$ cat src/hw/sswp_pkg.sv
// Package for the safety status word packer: bit positions, register map, field layouts.
// Assumes a 32-bit classic Wishbone register bus with word-aligned byte addresses.
package sswp_pkg;

	// Octet 0 bit positions
	localparam int unsigned O0_LS2 = 0;
	localparam int unsigned O0_LS1 = 1;
	localparam int unsigned O0_CSTOP = 4;
	localparam int unsigned O0_ESTOP = 5;
	localparam int unsigned O0_BRAKE = 6;
	localparam int unsigned O0_TOFF = 7;
	// Octet 1 bit positions
	localparam int unsigned O1_AR1 = 4;
	localparam int unsigned O1_AR0 = 5;
	localparam int unsigned O1_LS4 = 6;
	localparam int unsigned O1_LS3 = 7;
	// Octet 2 bit positions
	localparam int unsigned O2_FBSRC = 0;
	localparam int unsigned O2_MAXSPD = 1;
	localparam int unsigned O2_SM4 = 2;
	localparam int unsigned O2_SM3 = 3;
	localparam int unsigned O2_SM2 = 4;
	localparam int unsigned O2_SM1 = 5;
	localparam int unsigned O2_DIRN = 6;
	localparam int unsigned O2_DIRP = 7;
	// Octet 3: group b inputs at bits 0..3, group a at bits 4..7
	localparam int unsigned O3_GRPB_LSB = 0;
	localparam int unsigned O3_GRPA_LSB = 4;

	// Feedback source encoding
	localparam logic FB_ESTIMATE = 1'b0;
	localparam logic FB_ENCODER = 1'b1;

	// Register byte offsets
	localparam logic [7:0] REG_STATUS_WORD = 8'h00;
	localparam logic [7:0] REG_CONTROL = 8'h04;
	localparam logic [7:0] REG_IRQ_STATUS = 8'h08;
	localparam logic [7:0] REG_IRQ_MASK = 8'h0c;
	localparam logic [7:0] REG_MODULE_STATE = 8'h10;

	// Control register fields
	localparam int unsigned CTRL_FAILSAFE = 0;
	localparam int unsigned CTRL_CONFIG = 1;
	localparam logic [1:0] CTRL_RESET = 2'h0;

	// Interrupt status fields
	localparam int unsigned IRQ_UPDATE = 0;
	localparam int unsigned IRQ_FORCED = 1;
	localparam int unsigned IRQ_W = 2;

	// Packer state, one-hot
	typedef enum logic [2:0] {
		ST_WAIT = 3'b001,
		ST_RUN = 3'b010,
		ST_HOLD = 3'b100
	} sswp_state_t;

endpackage : sswp_pkg

$ cat src/hw/sswp_irq.sv
// Sticky interrupt status with mask, cleared by writing one.
// Assumes events are one-cycle pulses in the CLK domain.
`timescale 1ns/10ps
module sswp_irq #(
	parameter int unsigned W = 2
) (
	// Clock and reset
	input wire logic clk,
	input wire logic arst_n,
	// Events and software access
	input wire logic [W-1:0] event_set,
	input wire logic [W-1:0] clear_ones,
	input wire logic clear_we,
	input wire logic [W-1:0] mask_wdata,
	input wire logic mask_we,
	// State out
	output logic [W-1:0] status,
	output logic [W-1:0] mask,
	output logic irq
);
	logic [W-1:0] status_reg, status_next, mask_reg, mask_next;

	// Set wins over a clear in the same cycle
	always_comb begin
		status_next = status_reg;
		mask_next = mask_reg;
		if (clear_we) begin
			status_next = status_next & ~clear_ones;
		end
		status_next = status_next | event_set;
		if (mask_we) begin
			mask_next = mask_wdata;
		end
	end

	always_ff @(posedge clk or negedge arst_n) begin
		if (!arst_n) begin
			status_reg <= '0;
			mask_reg <= '0;
		end else begin
			status_reg <= status_next;
			mask_reg <= mask_next;
		end
	end

	assign status = status_reg;
	assign mask = mask_reg;
	assign irq = |(status_reg & mask_reg);
endmodule // sswp_irq

$ cat src/hw/sswp_sample.sv
// Sample register for a group of levels, loaded only on a sample strobe.
// Assumes the levels are synchronous to the clock.
`timescale 1ns/10ps
module sswp_sample #(
	parameter int unsigned W = 8
) (
	// Clock and reset
	input wire logic clk,
	input wire logic arst_n,
	// Sample control
	input wire logic load,
	input wire logic [W-1:0] d,
	// Held copy
	output logic [W-1:0] q
);
	logic [W-1:0] q_reg, q_next;

	// Hold between strobes so every octet comes from one sample
	always_comb begin
		q_next = q_reg;
		if (load) begin
			q_next = d;
		end
	end

	always_ff @(posedge clk or negedge arst_n) begin
		if (!arst_n) begin
			q_reg <= '0;
		end else begin
			q_reg <= q_next;
		end
	end

	assign q = q_reg;
endmodule // sswp_sample

$ cat src/hw/sswp_top.sv
// Packs octets 0 to 3 of the safety status message from function and input levels.
// Assumes synchronous level inputs, a sample strobe from the message cycle logic,
// and a classic Wishbone master for the register file.
// Operation
// - Octet0 bit0: limited speed 2 under limit
// - Octet0 bit1: limited speed 1 under limit
// - Reserved bits are zero; host ignores them
// - Octet0 bits4-7: stop, estop, brake, torque-off
// - Octet1 bits4,5: accel range 1, 0
// - Octet1 bits6,7: limited speed 4, 3
// - Octet2 bit0: feedback source, 1 encoder
// - Octet2 bit1: max speed supervision active
// - Octet2 bits2-5: speed monitors 4 to 1
// - Octet2 bits6,7: negative then positive direction
// - Octet3: group b 4..1, group a 4..1
// - One means active, zero not active
// - All zero in fail-safe or configuration state
//
// Chosen here: the Wishbone register port and the placing of the registers.
`timescale 1ns/10ps
module sswp_top
	import sswp_pkg::*;
(
	// Clock and reset
	input wire logic CLK,
	input wire logic ARST_N,
	// Limited speed, each already qualified by speed under limit
	input wire logic LIMITED_SPEED1_ON,
	input wire logic LIMITED_SPEED2_ON,
	input wire logic LIMITED_SPEED3_ON,
	input wire logic LIMITED_SPEED4_ON,
	// Stop and brake functions
	input wire logic CONTROLLED_STOP_ON,
	input wire logic EMERGENCY_STOP_ON,
	input wire logic BRAKE_CONTROL_ON,
	input wire logic TORQUE_OFF_ON,
	// Acceleration ranges
	input wire logic ACCEL_RANGE0_ON,
	input wire logic ACCEL_RANGE1_ON,
	// Speed supervision and feedback
	input wire logic FEEDBACK_IS_ENCODER,
	input wire logic MAX_SPEED_SUPERVISION_ON,
	input wire logic SPEED_MONITOR1_IN_WINDOW,
	input wire logic SPEED_MONITOR2_IN_WINDOW,
	input wire logic SPEED_MONITOR3_IN_WINDOW,
	input wire logic SPEED_MONITOR4_IN_WINDOW,
	input wire logic NEGATIVE_DIRECTION_GUARD_ON,
	input wire logic POSITIVE_DIRECTION_GUARD_ON,
	// Safe inputs, index 0 is input 1
	input wire logic [3:0] SAFE_IN_GROUP_A,
	input wire logic [3:0] SAFE_IN_GROUP_B,
	// Message cycle: sample strobe and module states
	input wire logic SAMPLE_STROBE,
	input wire logic FAILSAFE_STATE,
	input wire logic CONFIG_STATE,
	// Packed status octets
	output logic [31:0] STATUS_WORD,
	output logic STATUS_VALID,
	// Wishbone slave
	input wire logic WB_CYC_I,
	input wire logic WB_STB_I,
	input wire logic WB_WE_I,
	input wire logic [7:0] WB_ADR_I,
	input wire logic [3:0] WB_SEL_I,
	input wire logic [31:0] WB_DAT_I,
	output logic [31:0] WB_DAT_O,
	output logic WB_ACK_O,
	output logic WB_ERR_O,
	// Interrupt
	output logic IRQ
);
	import sswp_pkg::*;

	////////////////////////////////////////////////////////////////////////////////
	// Raw octet assembly

	logic [31:0] raw_word, held_word;
	logic [7:0] oct0, oct1, oct2, oct3;
	logic forced_zero, take_sample;
	logic [1:0] ctrl_reg, ctrl_next;
	sswp_state_t state_reg, state_next;
	logic [31:0] word_reg, word_next;

	// Each bit is a plain active-high level; reserved bits stay at zero
	always_comb begin
		oct0 = 8'h00;
		oct1 = 8'h00;
		oct2 = 8'h00;
		oct3 = 8'h00;
		oct0[O0_LS2] = LIMITED_SPEED2_ON;
		oct0[O0_LS1] = LIMITED_SPEED1_ON;
		oct0[O0_CSTOP] = CONTROLLED_STOP_ON;
		oct0[O0_ESTOP] = EMERGENCY_STOP_ON;
		oct0[O0_BRAKE] = BRAKE_CONTROL_ON;
		oct0[O0_TOFF] = TORQUE_OFF_ON;
		oct1[O1_AR1] = ACCEL_RANGE1_ON;
		oct1[O1_AR0] = ACCEL_RANGE0_ON;
		oct1[O1_LS4] = LIMITED_SPEED4_ON;
		oct1[O1_LS3] = LIMITED_SPEED3_ON;
		// The host reads this only to qualify position validity
		oct2[O2_FBSRC] = FEEDBACK_IS_ENCODER ? FB_ENCODER : FB_ESTIMATE;
		oct2[O2_MAXSPD] = MAX_SPEED_SUPERVISION_ON;
		oct2[O2_SM4] = SPEED_MONITOR4_IN_WINDOW;
		oct2[O2_SM3] = SPEED_MONITOR3_IN_WINDOW;
		oct2[O2_SM2] = SPEED_MONITOR2_IN_WINDOW;
		oct2[O2_SM1] = SPEED_MONITOR1_IN_WINDOW;
		oct2[O2_DIRN] = NEGATIVE_DIRECTION_GUARD_ON;
		oct2[O2_DIRP] = POSITIVE_DIRECTION_GUARD_ON;
		// Input 4 lands in the lowest bit of each nibble
		for (int i = 0; i < 4; i++) begin
			oct3[O3_GRPB_LSB + i] = SAFE_IN_GROUP_B[3 - i];
			oct3[O3_GRPA_LSB + i] = SAFE_IN_GROUP_A[3 - i];
		end
		raw_word = {oct3, oct2, oct1, oct0};
	end

	////////////////////////////////////////////////////////////////////////////////
	// Coherent sample

	// Software may also hold the word at zero as if fail-safe or configuring
	assign forced_zero = FAILSAFE_STATE | CONFIG_STATE | ctrl_reg[CTRL_FAILSAFE]
		| ctrl_reg[CTRL_CONFIG];
	assign take_sample = SAMPLE_STROBE;

	sswp_sample #(
		.W(32)
	) u_sample (
		.clk(CLK),
		.arst_n(ARST_N),
		.load(take_sample),
		.d(raw_word),
		.q(held_word)
	);

	////////////////////////////////////////////////////////////////////////////////
	// Output state machine

	// Output word follows the held sample one cycle later, zero while forced
	always_comb begin
		state_next = state_reg;
		word_next = word_reg;
		case (state_reg)
			ST_WAIT: begin
				word_next = 32'h0000_0000;
				if (take_sample && !forced_zero) begin
					state_next = ST_RUN;
				end else if (take_sample) begin
					state_next = ST_HOLD;
				end
			end
			ST_RUN: begin
				word_next = held_word;
				if (forced_zero) begin
					state_next = ST_HOLD;
					word_next = 32'h0000_0000;
				end
			end
			ST_HOLD: begin
				word_next = 32'h0000_0000;
				if (!forced_zero && take_sample) begin
					state_next = ST_RUN;
				end
			end
			default: begin
				state_next = ST_WAIT;
				word_next = 32'h0000_0000;
			end
		endcase
	end

	always_ff @(posedge CLK or negedge ARST_N) begin
		if (!ARST_N) begin
			state_reg <= ST_WAIT;
			word_reg <= 32'h0000_0000;
		end else begin
			state_reg <= state_next;
			word_reg <= word_next;
		end
	end

	assign STATUS_WORD = word_reg;
	assign STATUS_VALID = (state_reg == ST_RUN);

	////////////////////////////////////////////////////////////////////////////////
	// Wishbone slave and interrupts

	logic ack_reg, ack_next, err_reg, err_next;
	logic [31:0] rdata_reg, rdata_next;
	logic req, wr, rd_hit;
	logic [IRQ_W-1:0] irq_status, irq_mask, irq_events;
	logic irq_clr_we, irq_mask_we, run_d_reg;

	assign req = WB_CYC_I & WB_STB_I & ~ack_reg & ~err_reg;
	assign wr = req & WB_WE_I & WB_SEL_I[0];
	assign irq_clr_we = wr && (WB_ADR_I == REG_IRQ_STATUS);
	assign irq_mask_we = wr && (WB_ADR_I == REG_IRQ_MASK);
	// Events: entry into the live run state, and entry into the forced-zero hold
	assign irq_events = {(state_next == ST_HOLD) && (state_reg != ST_HOLD),
		(state_reg == ST_RUN) && !run_d_reg};

	sswp_irq #(
		.W(IRQ_W)
	) u_irq (
		.clk(CLK),
		.arst_n(ARST_N),
		.event_set(irq_events),
		.clear_ones(WB_DAT_I[IRQ_W-1:0]),
		.clear_we(irq_clr_we),
		.mask_wdata(WB_DAT_I[IRQ_W-1:0]),
		.mask_we(irq_mask_we),
		.status(irq_status),
		.mask(irq_mask),
		.irq(IRQ)
	);

	// Decode: one-cycle answer, error on an unmapped address
	always_comb begin
		ack_next = 1'b0;
		err_next = 1'b0;
		rdata_next = 32'h0000_0000;
		ctrl_next = ctrl_reg;
		rd_hit = 1'b1;
		if (WB_ADR_I == REG_STATUS_WORD) begin
			rdata_next = word_reg;
		end else if (WB_ADR_I == REG_CONTROL) begin
			rdata_next = {30'h0000_0000, ctrl_reg};
			if (wr) begin
				ctrl_next = WB_DAT_I[1:0];
			end
		end else if (WB_ADR_I == REG_IRQ_STATUS) begin
			rdata_next = {30'h0000_0000, irq_status};
		end else if (WB_ADR_I == REG_IRQ_MASK) begin
			rdata_next = {30'h0000_0000, irq_mask};
		end else if (WB_ADR_I == REG_MODULE_STATE) begin
			rdata_next = {29'h0000_0000, state_reg};
		end else begin
			rd_hit = 1'b0;
		end
		if (req) begin
			ack_next = rd_hit;
			err_next = ~rd_hit;
		end
		if (!req || WB_WE_I) begin
			rdata_next = 32'h0000_0000;
		end
	end

	always_ff @(posedge CLK or negedge ARST_N) begin
		if (!ARST_N) begin
			ack_reg <= 1'b0;
			err_reg <= 1'b0;
			rdata_reg <= 32'h0000_0000;
			ctrl_reg <= CTRL_RESET;
			run_d_reg <= 1'b0;
		end else begin
			ack_reg <= ack_next;
			err_reg <= err_next;
			rdata_reg <= rdata_next;
			ctrl_reg <= ctrl_next;
			run_d_reg <= (state_reg == ST_RUN);
		end
	end

	assign WB_ACK_O = ack_reg;
	assign WB_ERR_O = err_reg;
	assign WB_DAT_O = rdata_reg;
endmodule // sswp_top

$ cat config.mk
export PLATFORM = sky130hd
export DESIGN_NAME = sswp_top
export DESIGN_NICKNAME = d
export VERILOG_FILES = /design/src/hw/sswp_pkg.sv /design/src/hw/sswp_irq.sv /design/src/hw/sswp_sample.sv /design/src/hw/sswp_top.sv
export SDC_FILE = /design/constraint.sdc
export NUM_CORES = 1
export LEC_CHECK = 0
export CAP_MARGIN = 20
export CORE_ASPECT_RATIO = 0.5
export CORE_MARGIN = 1
export CORE_UTILIZATION = 45
export DETAILED_ROUTE_END_ITERATION = 16
export DONT_BUFFER_PORTS = 1
export GPL_ROUTABILITY_DRIVEN = 0
export MAX_ROUTING_LAYER = met4
export PLACE_DENSITY_LB_ADDON = 0.05
export SLEW_MARGIN = 10
export SYNTH_ARGS = -nofsm -noshare
export SYNTH_HDL_FRONTEND = slang
export SYNTH_SLANG_ARGS = --single-unit
export TNS_END_PERCENT = 30
$ cat constraint.sdc
create_clock -name CLK -period 2 [get_ports CLK]
set_clock_uncertainty 0.05 [all_clocks]
set_input_delay 0.5 -clock CLK [delete_from_list [all_inputs] [get_ports CLK]]
set_output_delay 0.5 -clock CLK [all_outputs]
set_load 0.01 [all_outputs]
# After elaboration in Yosys (flattened, before gate mapping)

Index checks and enable logic that the tools add are counted.

Word-level logic and storage cells: 69
Register bits after elaboration: 102

Bitwise logic cells: 16
Reduce and logical (&&, ||, !) cells: 12
Mux-type cells: 22
Equal/unequal tests: 9

Operators by type and width:

| kind               | count |
|---|---|
| $mux 32            | 4 |
| $mux 3             | 8 |
| $eq 8x4->1 const B | 2 |
| $pmux 3 s3         | 1 |
| $eq 8x3->1 const B | 1 |
| $eq 8x5->1 const B | 1 |
| $logic_not 8->1    | 1 |
| $mux 1             | 8 |
| $eq 3x3->1 const B | 2 |
| $and 1x1->1        | 5 |
| $logic_and 1x1->1  | 5 |
| $and 2x2->2        | 2 |
| $not 1->1          | 4 |
| $eq 3x1->1 const B | 1 |
| $eq 3x2->1 const B | 1 |
| $logic_not 1->1    | 3 |
| $ne 3x3->1 const B | 1 |
| $or 1x1->1         | 3 |
| $reduce_and 3->1   | 1 |
| $mux 2             | 1 |
| $not 2->2          | 1 |
| $or 2x2->2         | 1 |
| $reduce_or 2->1    | 1 |
| $logic_or 1x1->1   | 1 |

# Longest topological paths before layout

Gate-level depths: netlist of the first run.

Depth in word-level cells: 10
Mapped depth: 6
Depth with buffers taken out: 4

# Modules after synthesis

A second synthesis of the first run with hierarchy kept.

Cell total of the unflattened synthesis: 275
Area total of the unflattened synthesis: 4371.7 um2

Modules (own cells, without submodules):

| module      | instances | cells an instance | area an instance (um2) | seq. area each (um2) |
|---|---|---|---|---|
| sswp_top    | 1         | 196               | 2865.2                 | 1803.0 |
| sswp_sample | 1         | 68                | 1345.0                 | 800.8 |
| sswp_irq    | 1         | 11                | 161.4                  | 100.1 |

# Least setup slack after synthesis of the first run

Ideal clock, no wire load.

Path type: input to register
Start: input WB_ADR_I[3]
End: register ctrl_reg[0]
Slack: 0.026 ns
Arrival time: 1.800 ns
Required time: 1.825 ns
Stages: 3
Path buffers: 0
Path through: or4b_2 > nor4_1 > mux2_2

Cells in the longest elaborated chain, start to end: 3
Elaborated cells on any way between the ends: 4

Ends and longest elaborated chain:

| what                                | RTL line        | text |
|---|---|---|
| start, declared                     | sswp_top.sv:63  | `input wire logic [7:0] WB_ADR_I,` |
| $logic_not 8->1                     | sswp_top.sv:223 | `if (WB_ADR_I == REG_STATUS_WORD) begin` |
| $not 1->1 (no source line)          | --              |  |
| $reduce_and 3->1 (no source line) * | --              |  |
| end signal, assigned                | sswp_top.sv:259 | `ctrl_reg <= ctrl_next;` |
| end, declared                       | sswp_top.sv:80  | `logic [1:0] ctrl_reg, ctrl_next;` |

Mark *: on every way between the ends. The rest lies on a longest branch, timed or not.
A chain may end at the register's enable or synchronous reset.

# Worst setup path after layout of the first run

Start: register state_reg[0]
End: output STATUS_VALID

Cells in the longest elaborated chain, start to end: 1

Ends and longest elaborated chain:

| what                   | RTL line        | text |
|---|---|---|
| start, declared        | sswp_top.sv:81  | `sswp_state_t state_reg, state_next;` |
| start signal, assigned | sswp_top.sv:176 | `state_reg <= state_next;` |
| $eq 3x2->1             | sswp_top.sv:182 | `assign STATUS_VALID = (state_reg == ST_RUN);` |
| end, declared          | sswp_top.sv:58  | `output logic STATUS_VALID,` |

No other way between the ends.

==> impl_metrics.env, run 1 <==
export IMPL_outcome="finished, violations left"
export IMPL_violations="hold timing"
export IMPL_io_pins=146
export IMPL_grt_pass1_wl_um=10490
export IMPL_regArea_um2=2278
export IMPL_timing_fmax_ghz=0.5330
export IMPL_r2r_cells=4
export IMPL_largest_register_ffs=27
export IMPL_grt_util_met3_pct=6.877
export IMPL_cts_made_buffers=9
export IMPL_synth_area_leaders="dfrtp_1 (61%), mux2_2 (9.8%), nor3_2 (5.4%)"
export IMPL_drt_iter0_markers=92
export IMPL_rsz0062_at_grt="false"
export IMPL_die_width_um=129.8
export IMPL_setup_tns_final_ns=0
export IMPL_area_delta_synth_final_pct=11.19
export IMPL_ir_worst_vdd_uv=480.7
export IMPL_num_vias=2045
export IMPL_post_route_period_util_pct=93.81
export IMPL_cp_num_buf_inv=1
export IMPL_synth_top_cell_by_area="dfrtp_1"
export IMPL_synth_cell_types=38
export IMPL_synth_seq_cells=91
export IMPL_die_area_um2=8559
export IMPL_root_buffer="clkbuf_16"
export IMPL_track_usage_pct=17.44
export IMPL_ys_warn_count=0
export IMPL_rrSetupSlack_ns=0.22
export IMPL_setup_viol=0
export IMPL_drc_errors=0
export IMPL_swShare_pct=20.86
export IMPL_synth_ff_type="dfrtp_1"
export IMPL_avgViaCountPerCell=5.151
export IMPL_min_path_type="in2async"
export IMPL_drtAntennaViolNets=0
export IMPL_final_layout_size_suffix_gt1_share_pct=29.41
export IMPL_regToRegEndpoint="WB_DAT_O[26]$_DFF_PN0_"
export IMPL_max_cap_violations=0
export IMPL_synth_most_common_cell="dfrtp_1"
export IMPL_async_reset_ff_share_pct=100.0
export IMPL_p_comb_share_pct=5.8
export IMPL_fillers=676
export IMPL_multi_input_area_um2=1175
export IMPL_leakagePower_nw=1.848
export IMPL_power_internal_mw=3.093
export IMPL_avgRoutedWirePerCell_um=17.07
export IMPL_cp_max_fo=6
export IMPL_grtUsageMet1_pct=20.21
export IMPL_ys_seq_area_share_pct=61.96
export IMPL_finalHoldViolCount=91
export IMPL_antenna_cells=0
export IMPL_crit_required_ns=1.45
export IMPL_drt_pass1_iterations=4
export IMPL_synth_commonest_cells="dfrtp_1 (90), mux2_2 (32), and3_1 (26), inv_1 (25), nor3_2 (20)"
export IMPL_p_switching_uw=815.4
export IMPL_critPathTopFamily="simple AND/OR/NAND/NOR gates"
export IMPL_cp_arrival_ns=1.33
export IMPL_start_util_pct=48.23
export IMPL_slowest_stage="dfstp_2"
export IMPL_use_met2_pct=27.87
export IMPL_pre_cts_slack_ns=-0.05343
export IMPL_reg2reg_from="WB_ERR_O$_DFF_PN0_"
export IMPL_finalMaxSlewViolations=0
export IMPL_io_buffer_count=0
export IMPL_synth_top_area_share_pct=61.25
export IMPL_cp_slowest_stage_delay_ns=0.39
export IMPL_grt_overflow=0
export IMPL_critical_path_class="reg2out"
export IMPL_htreeDepth=3
export IMPL_routed_wl_um=6775
export IMPL_fin_ws_ns=0.1238
export IMPL_grt_max_degree=92
export IMPL_cp_start_kind="register"
export IMPL_fp_dieH_um=65.92
export IMPL_finalHoldWorstSlack_ns=-0.1843
export IMPL_grt_pass1_vias=2060
export IMPL_cts_tree="built"
export IMPL_p_seq_share_pct=51.0
export IMPL_cts_clk_slew_worst_paths_ns=0.06
export IMPL_hpwl_um=4540
export IMPL_synthCells=282
export IMPL_nNetsFinal=362
export IMPL_core_area_um2=7625
export IMPL_synth_edf_count=0
export IMPL_power_density_nw_per_um2=955.9
export IMPL_crit_path_end_kind="output port"
export IMPL_p_clk_share_pct=43.2
export IMPL_grt_busiest_layer="met2"
export IMPL_clkLatencyLatePin_ns=0.33
export IMPL_num_rows=22
export IMPL_avgSynthCellArea_um2=13.04
export IMPL_path_cells="nand2b_1, or2_2, inv_1"
export IMPL_clockBufferDepth=2
export IMPL_min_period_ns=1.876
export IMPL_cts_sinks=91
export IMPL_antenna_found_initial=0
export IMPL_netlist_area_um2=3677
[how the worst max path moves through the flow]
stage                                start                      end  cells after the start
CTS                 state_reg[0]$_DFF_PN1_             STATUS_VALID                      3
floorplan                      WB_ADR_I[3]  ctrl_reg[0]$_DFFE_PN0P_                      3
global route        state_reg[0]$_DFF_PN1_             STATUS_VALID                      3
finish              state_reg[0]$_DFF_PN1_             STATUS_VALID                      3
detailed placement             WB_ADR_I[1]   WB_DAT_O[26]$_DFF_PN0_                      4
global placement               WB_ADR_I[3]  ctrl_reg[0]$_DFFE_PN0P_                      4
[worst reg2reg max path: stages, from the launching register on]
cell,delay (ns)
dfrtp_1,0.41
nand4bb_1,0.23
or4_4,0.59
buf_12,0.20
nor3_1,0.21
[metrics by stage]
step	hold slack, ns	util [%]	cells	power (mW)	area (um2)
final	-0.1843	53.63	397	3.909	4089
after global routing	-0.2059	53.63	397	4.083	4089
after CTS	-0.2043	53.63	397	3.970	4089
after detailed placement	0.1561	49.61	381	2.255	3782
after global placement	0.1564	49.61	381	2.242	3782
after floorplan	0.1544	-	292	2.225	3715
[area by class of cell]
type / instances / area share, %
inverter: 25 / 2.295
tap: 108 / 3.305
clock buffer: 13 / 6.365
sequential: 91 / 55.72
multi-input combinational: 147 / 28.73
timing repair buffer: 10 / 2.448
clock inverter: 3 / 1.132
[cells by family (layout without fill, tap and decap cells)]
family / Yosys count / in the layout / synth area share (%)
flops: 91 / 91 / 61.96
other cells: 1 / 11 / 0.1020
mux: 32 / 32 / 9.799
buf+inv: 54 / 51 / 7.281
xor+xnor: 1 / 1 / 0.2382
simple gates: 85 / 85 / 16.91
compound gates: 18 / 18 / 3.709
[what timing repair did]
action,in CTS,in global routing
buffers inserted,0,0
endpoints found under the hold margin,91,91
gates resized for setup,0,0
[layout by cell type, fill, tap and decap left out, types with 2 or more instances in the layout]
cell type	instances
clkbuf_16	9
clkbuf_8	2
nor4_2	2
a211o_1	2
nand2b_1	9
nand2_1	4
nor4_1	2
o32ai_1	2
nor3_1	4
nor3_2	20
conb_1	11
a21oi_1	2
and3_1	26
a21o_1	4
nand3b_1	4
dfrtp_1	90
or3_1	2
buf_12	2
o41ai_1	2
or4b_2	2
clkbuf_1	2
or2_2	3
mux2_2	32
a211oi_1	2
inv_1	25
buf_4	8
nor2_1	2
[power groups by stage]
stage / clock, mW / sequential, mW / combinational [mW]
after floorplan: 0 / 2.01 / 0.215
after global placement: 0 / 2.02 / 0.218
after detailed placement: 0 / 2.03 / 0.225
after CTS: 1.75 / 1.99 / 0.227
after global routing: 1.83 / 2.00 / 0.250
final: 1.69 / 1.99 / 0.226
[metal layers]
metal | vias to the layer above | part of all wire [%]
met5 | - | 0
met4 | 0 | 0.93
met3 | 7 | 7.5
met2 | 75 | 47
met1 | 1025 | 44
li1 | 938 | -
Note: power is estimated with default switching activity, not from simulation.
==> inputs of run 2 (changes only) <==
Settings changed: RECOVER_POWER from default to 50.
==> impl_metrics.env, run 2 (same netlist as run 1, synthesis figures left out) <==
export IMPL_finalHoldViolCount=91
export IMPL_grt_overflow=0
export IMPL_rsz0062_at_grt="false"
export IMPL_grt_busiest_layer="met2"
export IMPL_post_dp_cell_area_um2=3782
export IMPL_drtAntennaViolNets=0
export IMPL_start_util_pct=48.23
export IMPL_cts_sinks=91
export IMPL_routed_wl_um=6793
export IMPL_max_cap_violations=0
export IMPL_p_total_mw=3.905
export IMPL_largest_register_ffs=27
export IMPL_setup_viol=0
export IMPL_grt_util_met3_pct=6.877
export IMPL_antenna_cells=0
export IMPL_grt_max_degree=92
export IMPL_stdcell_area_um2=4085
export IMPL_min_path_type="in2async"
export IMPL_outcome="finished, violations left"
export IMPL_critical_path_class="reg2out"
export IMPL_ctsResizeCount=0
export IMPL_grt_pass1_wl_um=10490
export IMPL_avgRoutedWirePerCell_um=17.11
export IMPL_ir_worst_vdd_uv=479.1
export IMPL_cp_max_fo=6
export IMPL_power_density_nw_per_um2=956.0
export IMPL_violations="hold timing"
export IMPL_rrSetupSlack_ns=0.21
export IMPL_clkLatencyLatePin_ns=0.32
export IMPL_min_period_ns=1.874
export IMPL_cts_made_buffers=9
export IMPL_timing_fmax_ghz=0.5337
export IMPL_cts_tree="built"
export IMPL_drc_errors=0
export IMPL_grtUsageMet1_pct=20.21
export IMPL_nNetsFinal=362
export IMPL_final_layout_size_suffix_gt1_share_pct=29.07
export IMPL_die_width_um=129.8
export IMPL_core_area_um2=7625
export IMPL_track_usage_pct=17.44
export IMPL_avgViaCountPerCell=5.144
export IMPL_die_area_um2=8559
export IMPL_root_buffer="clkbuf_16"
export IMPL_post_route_period_util_pct=93.68
export IMPL_cp_start_kind="register"
export IMPL_cts_clk_slew_worst_paths_ns=0.06
export IMPL_grt_pass1_vias=2060
export IMPL_leakagePower_nw=1.845
export IMPL_fp_dieH_um=65.92
export IMPL_io_buffer_count=0
export IMPL_crit_path_end_kind="output port"
export IMPL_num_vias=2042
export IMPL_area_delta_synth_final_pct=11.09
export IMPL_htreeDepth=3
export IMPL_antenna_found_initial=0
export IMPL_finalHoldWorstSlack_ns=-0.1826
export IMPL_num_rows=22
export IMPL_most_common_layout_cells="dfrtp_1 (90), mux2_2 (32), and3_1 (26), inv_1 (25), nor3_2 (20)"
export IMPL_use_met2_pct=27.87
export IMPL_drt_iter0_markers=90
export IMPL_hpwl_um=4540
export IMPL_drt_pass1_iterations=5
export IMPL_cp_arrival_ns=1.32
export IMPL_final_common_cell="dfrtp_1"
export IMPL_finalMaxSlewViolations=0
export IMPL_postCtsSetupBuffers=0
export IMPL_clockBufferDepth=2
export IMPL_io_pins=146
export IMPL_crit_required_ns=1.45
## run 2: cell count changes in the layout (fill, tap and decap cells not counted)
cell      before  now
buf_4          8    7
clkbuf_1       2    3
## run 2: worst max-delay path, stage by stage, from the launching register on
cell,delay (ns)
dfstp_2,0.39
nand2b_1,0.15
or2_2,0.31
inv_1,0.15
## run 2: report_power, final
part | total [mW] | switching (mW) | internal, mW
clock network | 1.69 | 0.647 | 1.04
registers | 1.99 | 0.0635 | 1.93
logic | 0.225 | 0.103 | 0.123
## run 2: layout make-up
cell class	instances	area [um2]
repair buffers	10	96.34
clock inverters	3	46.29
flip-flops and latches	91	2278
multi-input cells	147	1175
fillers	675	3540
clock buffers	13	260.3
well taps	108	135.1
inverters	25	93.84
## run 2: per-stage QoR
| step | cells | util (%) | worst slack, ns | TNS, ns | hold slack, ns |
|---|---|---|---|---|---|
| 2_1_floorplan | 292 | - | 0.02553 | 0 | 0.1544 |
| 4_1_cts | 397 | 53.63 | 0.1006 | 0 | -0.2043 |
| 6_report | 397 | 53.58 | 0.1264 | 0 | -0.1826 |
| 5_1_grt | 397 | 53.58 | 0.02458 | 0 | -0.2059 |
| 3_3_place_gp | 381 | 49.61 | -0.06733 | -0.1345 | 0.1564 |
| 3_5_place_dp | 381 | 49.61 | -0.05343 | -0.1431 | 0.1561 |
## run 2: path summary, 6_finish.rpt
check	startpoint	to	cells after the start
hold reg to reg	run_d_reg$_DFF_PN0_	u_irq.status[0]$_DFF_PN0_	1
hold / removal	ARST_N	u_irq.mask[0]$_DFFE_PN0P_	0
max in group asynchronous	ARST_N	state_reg[0]$_DFF_PN1_	0
setup reg to reg	WB_ERR_O$_DFF_PN0_	ctrl_reg[0]$_DFFE_PN0P_	5
min in group CLK	WB_ADR_I[3]	WB_DAT_O[2]$_DFF_PN0_	1
setup / recovery	state_reg[0]$_DFF_PN1_	STATUS_VALID	3
## run 2: per-layer routing
layer,part of all wire [%],vias up,routed length (um)
li1,-,940,-
met1,44,1027,3000
met2,47,70,3224
met3,7.6,5,516
met4,0.75,0,51
met5,0,-,0
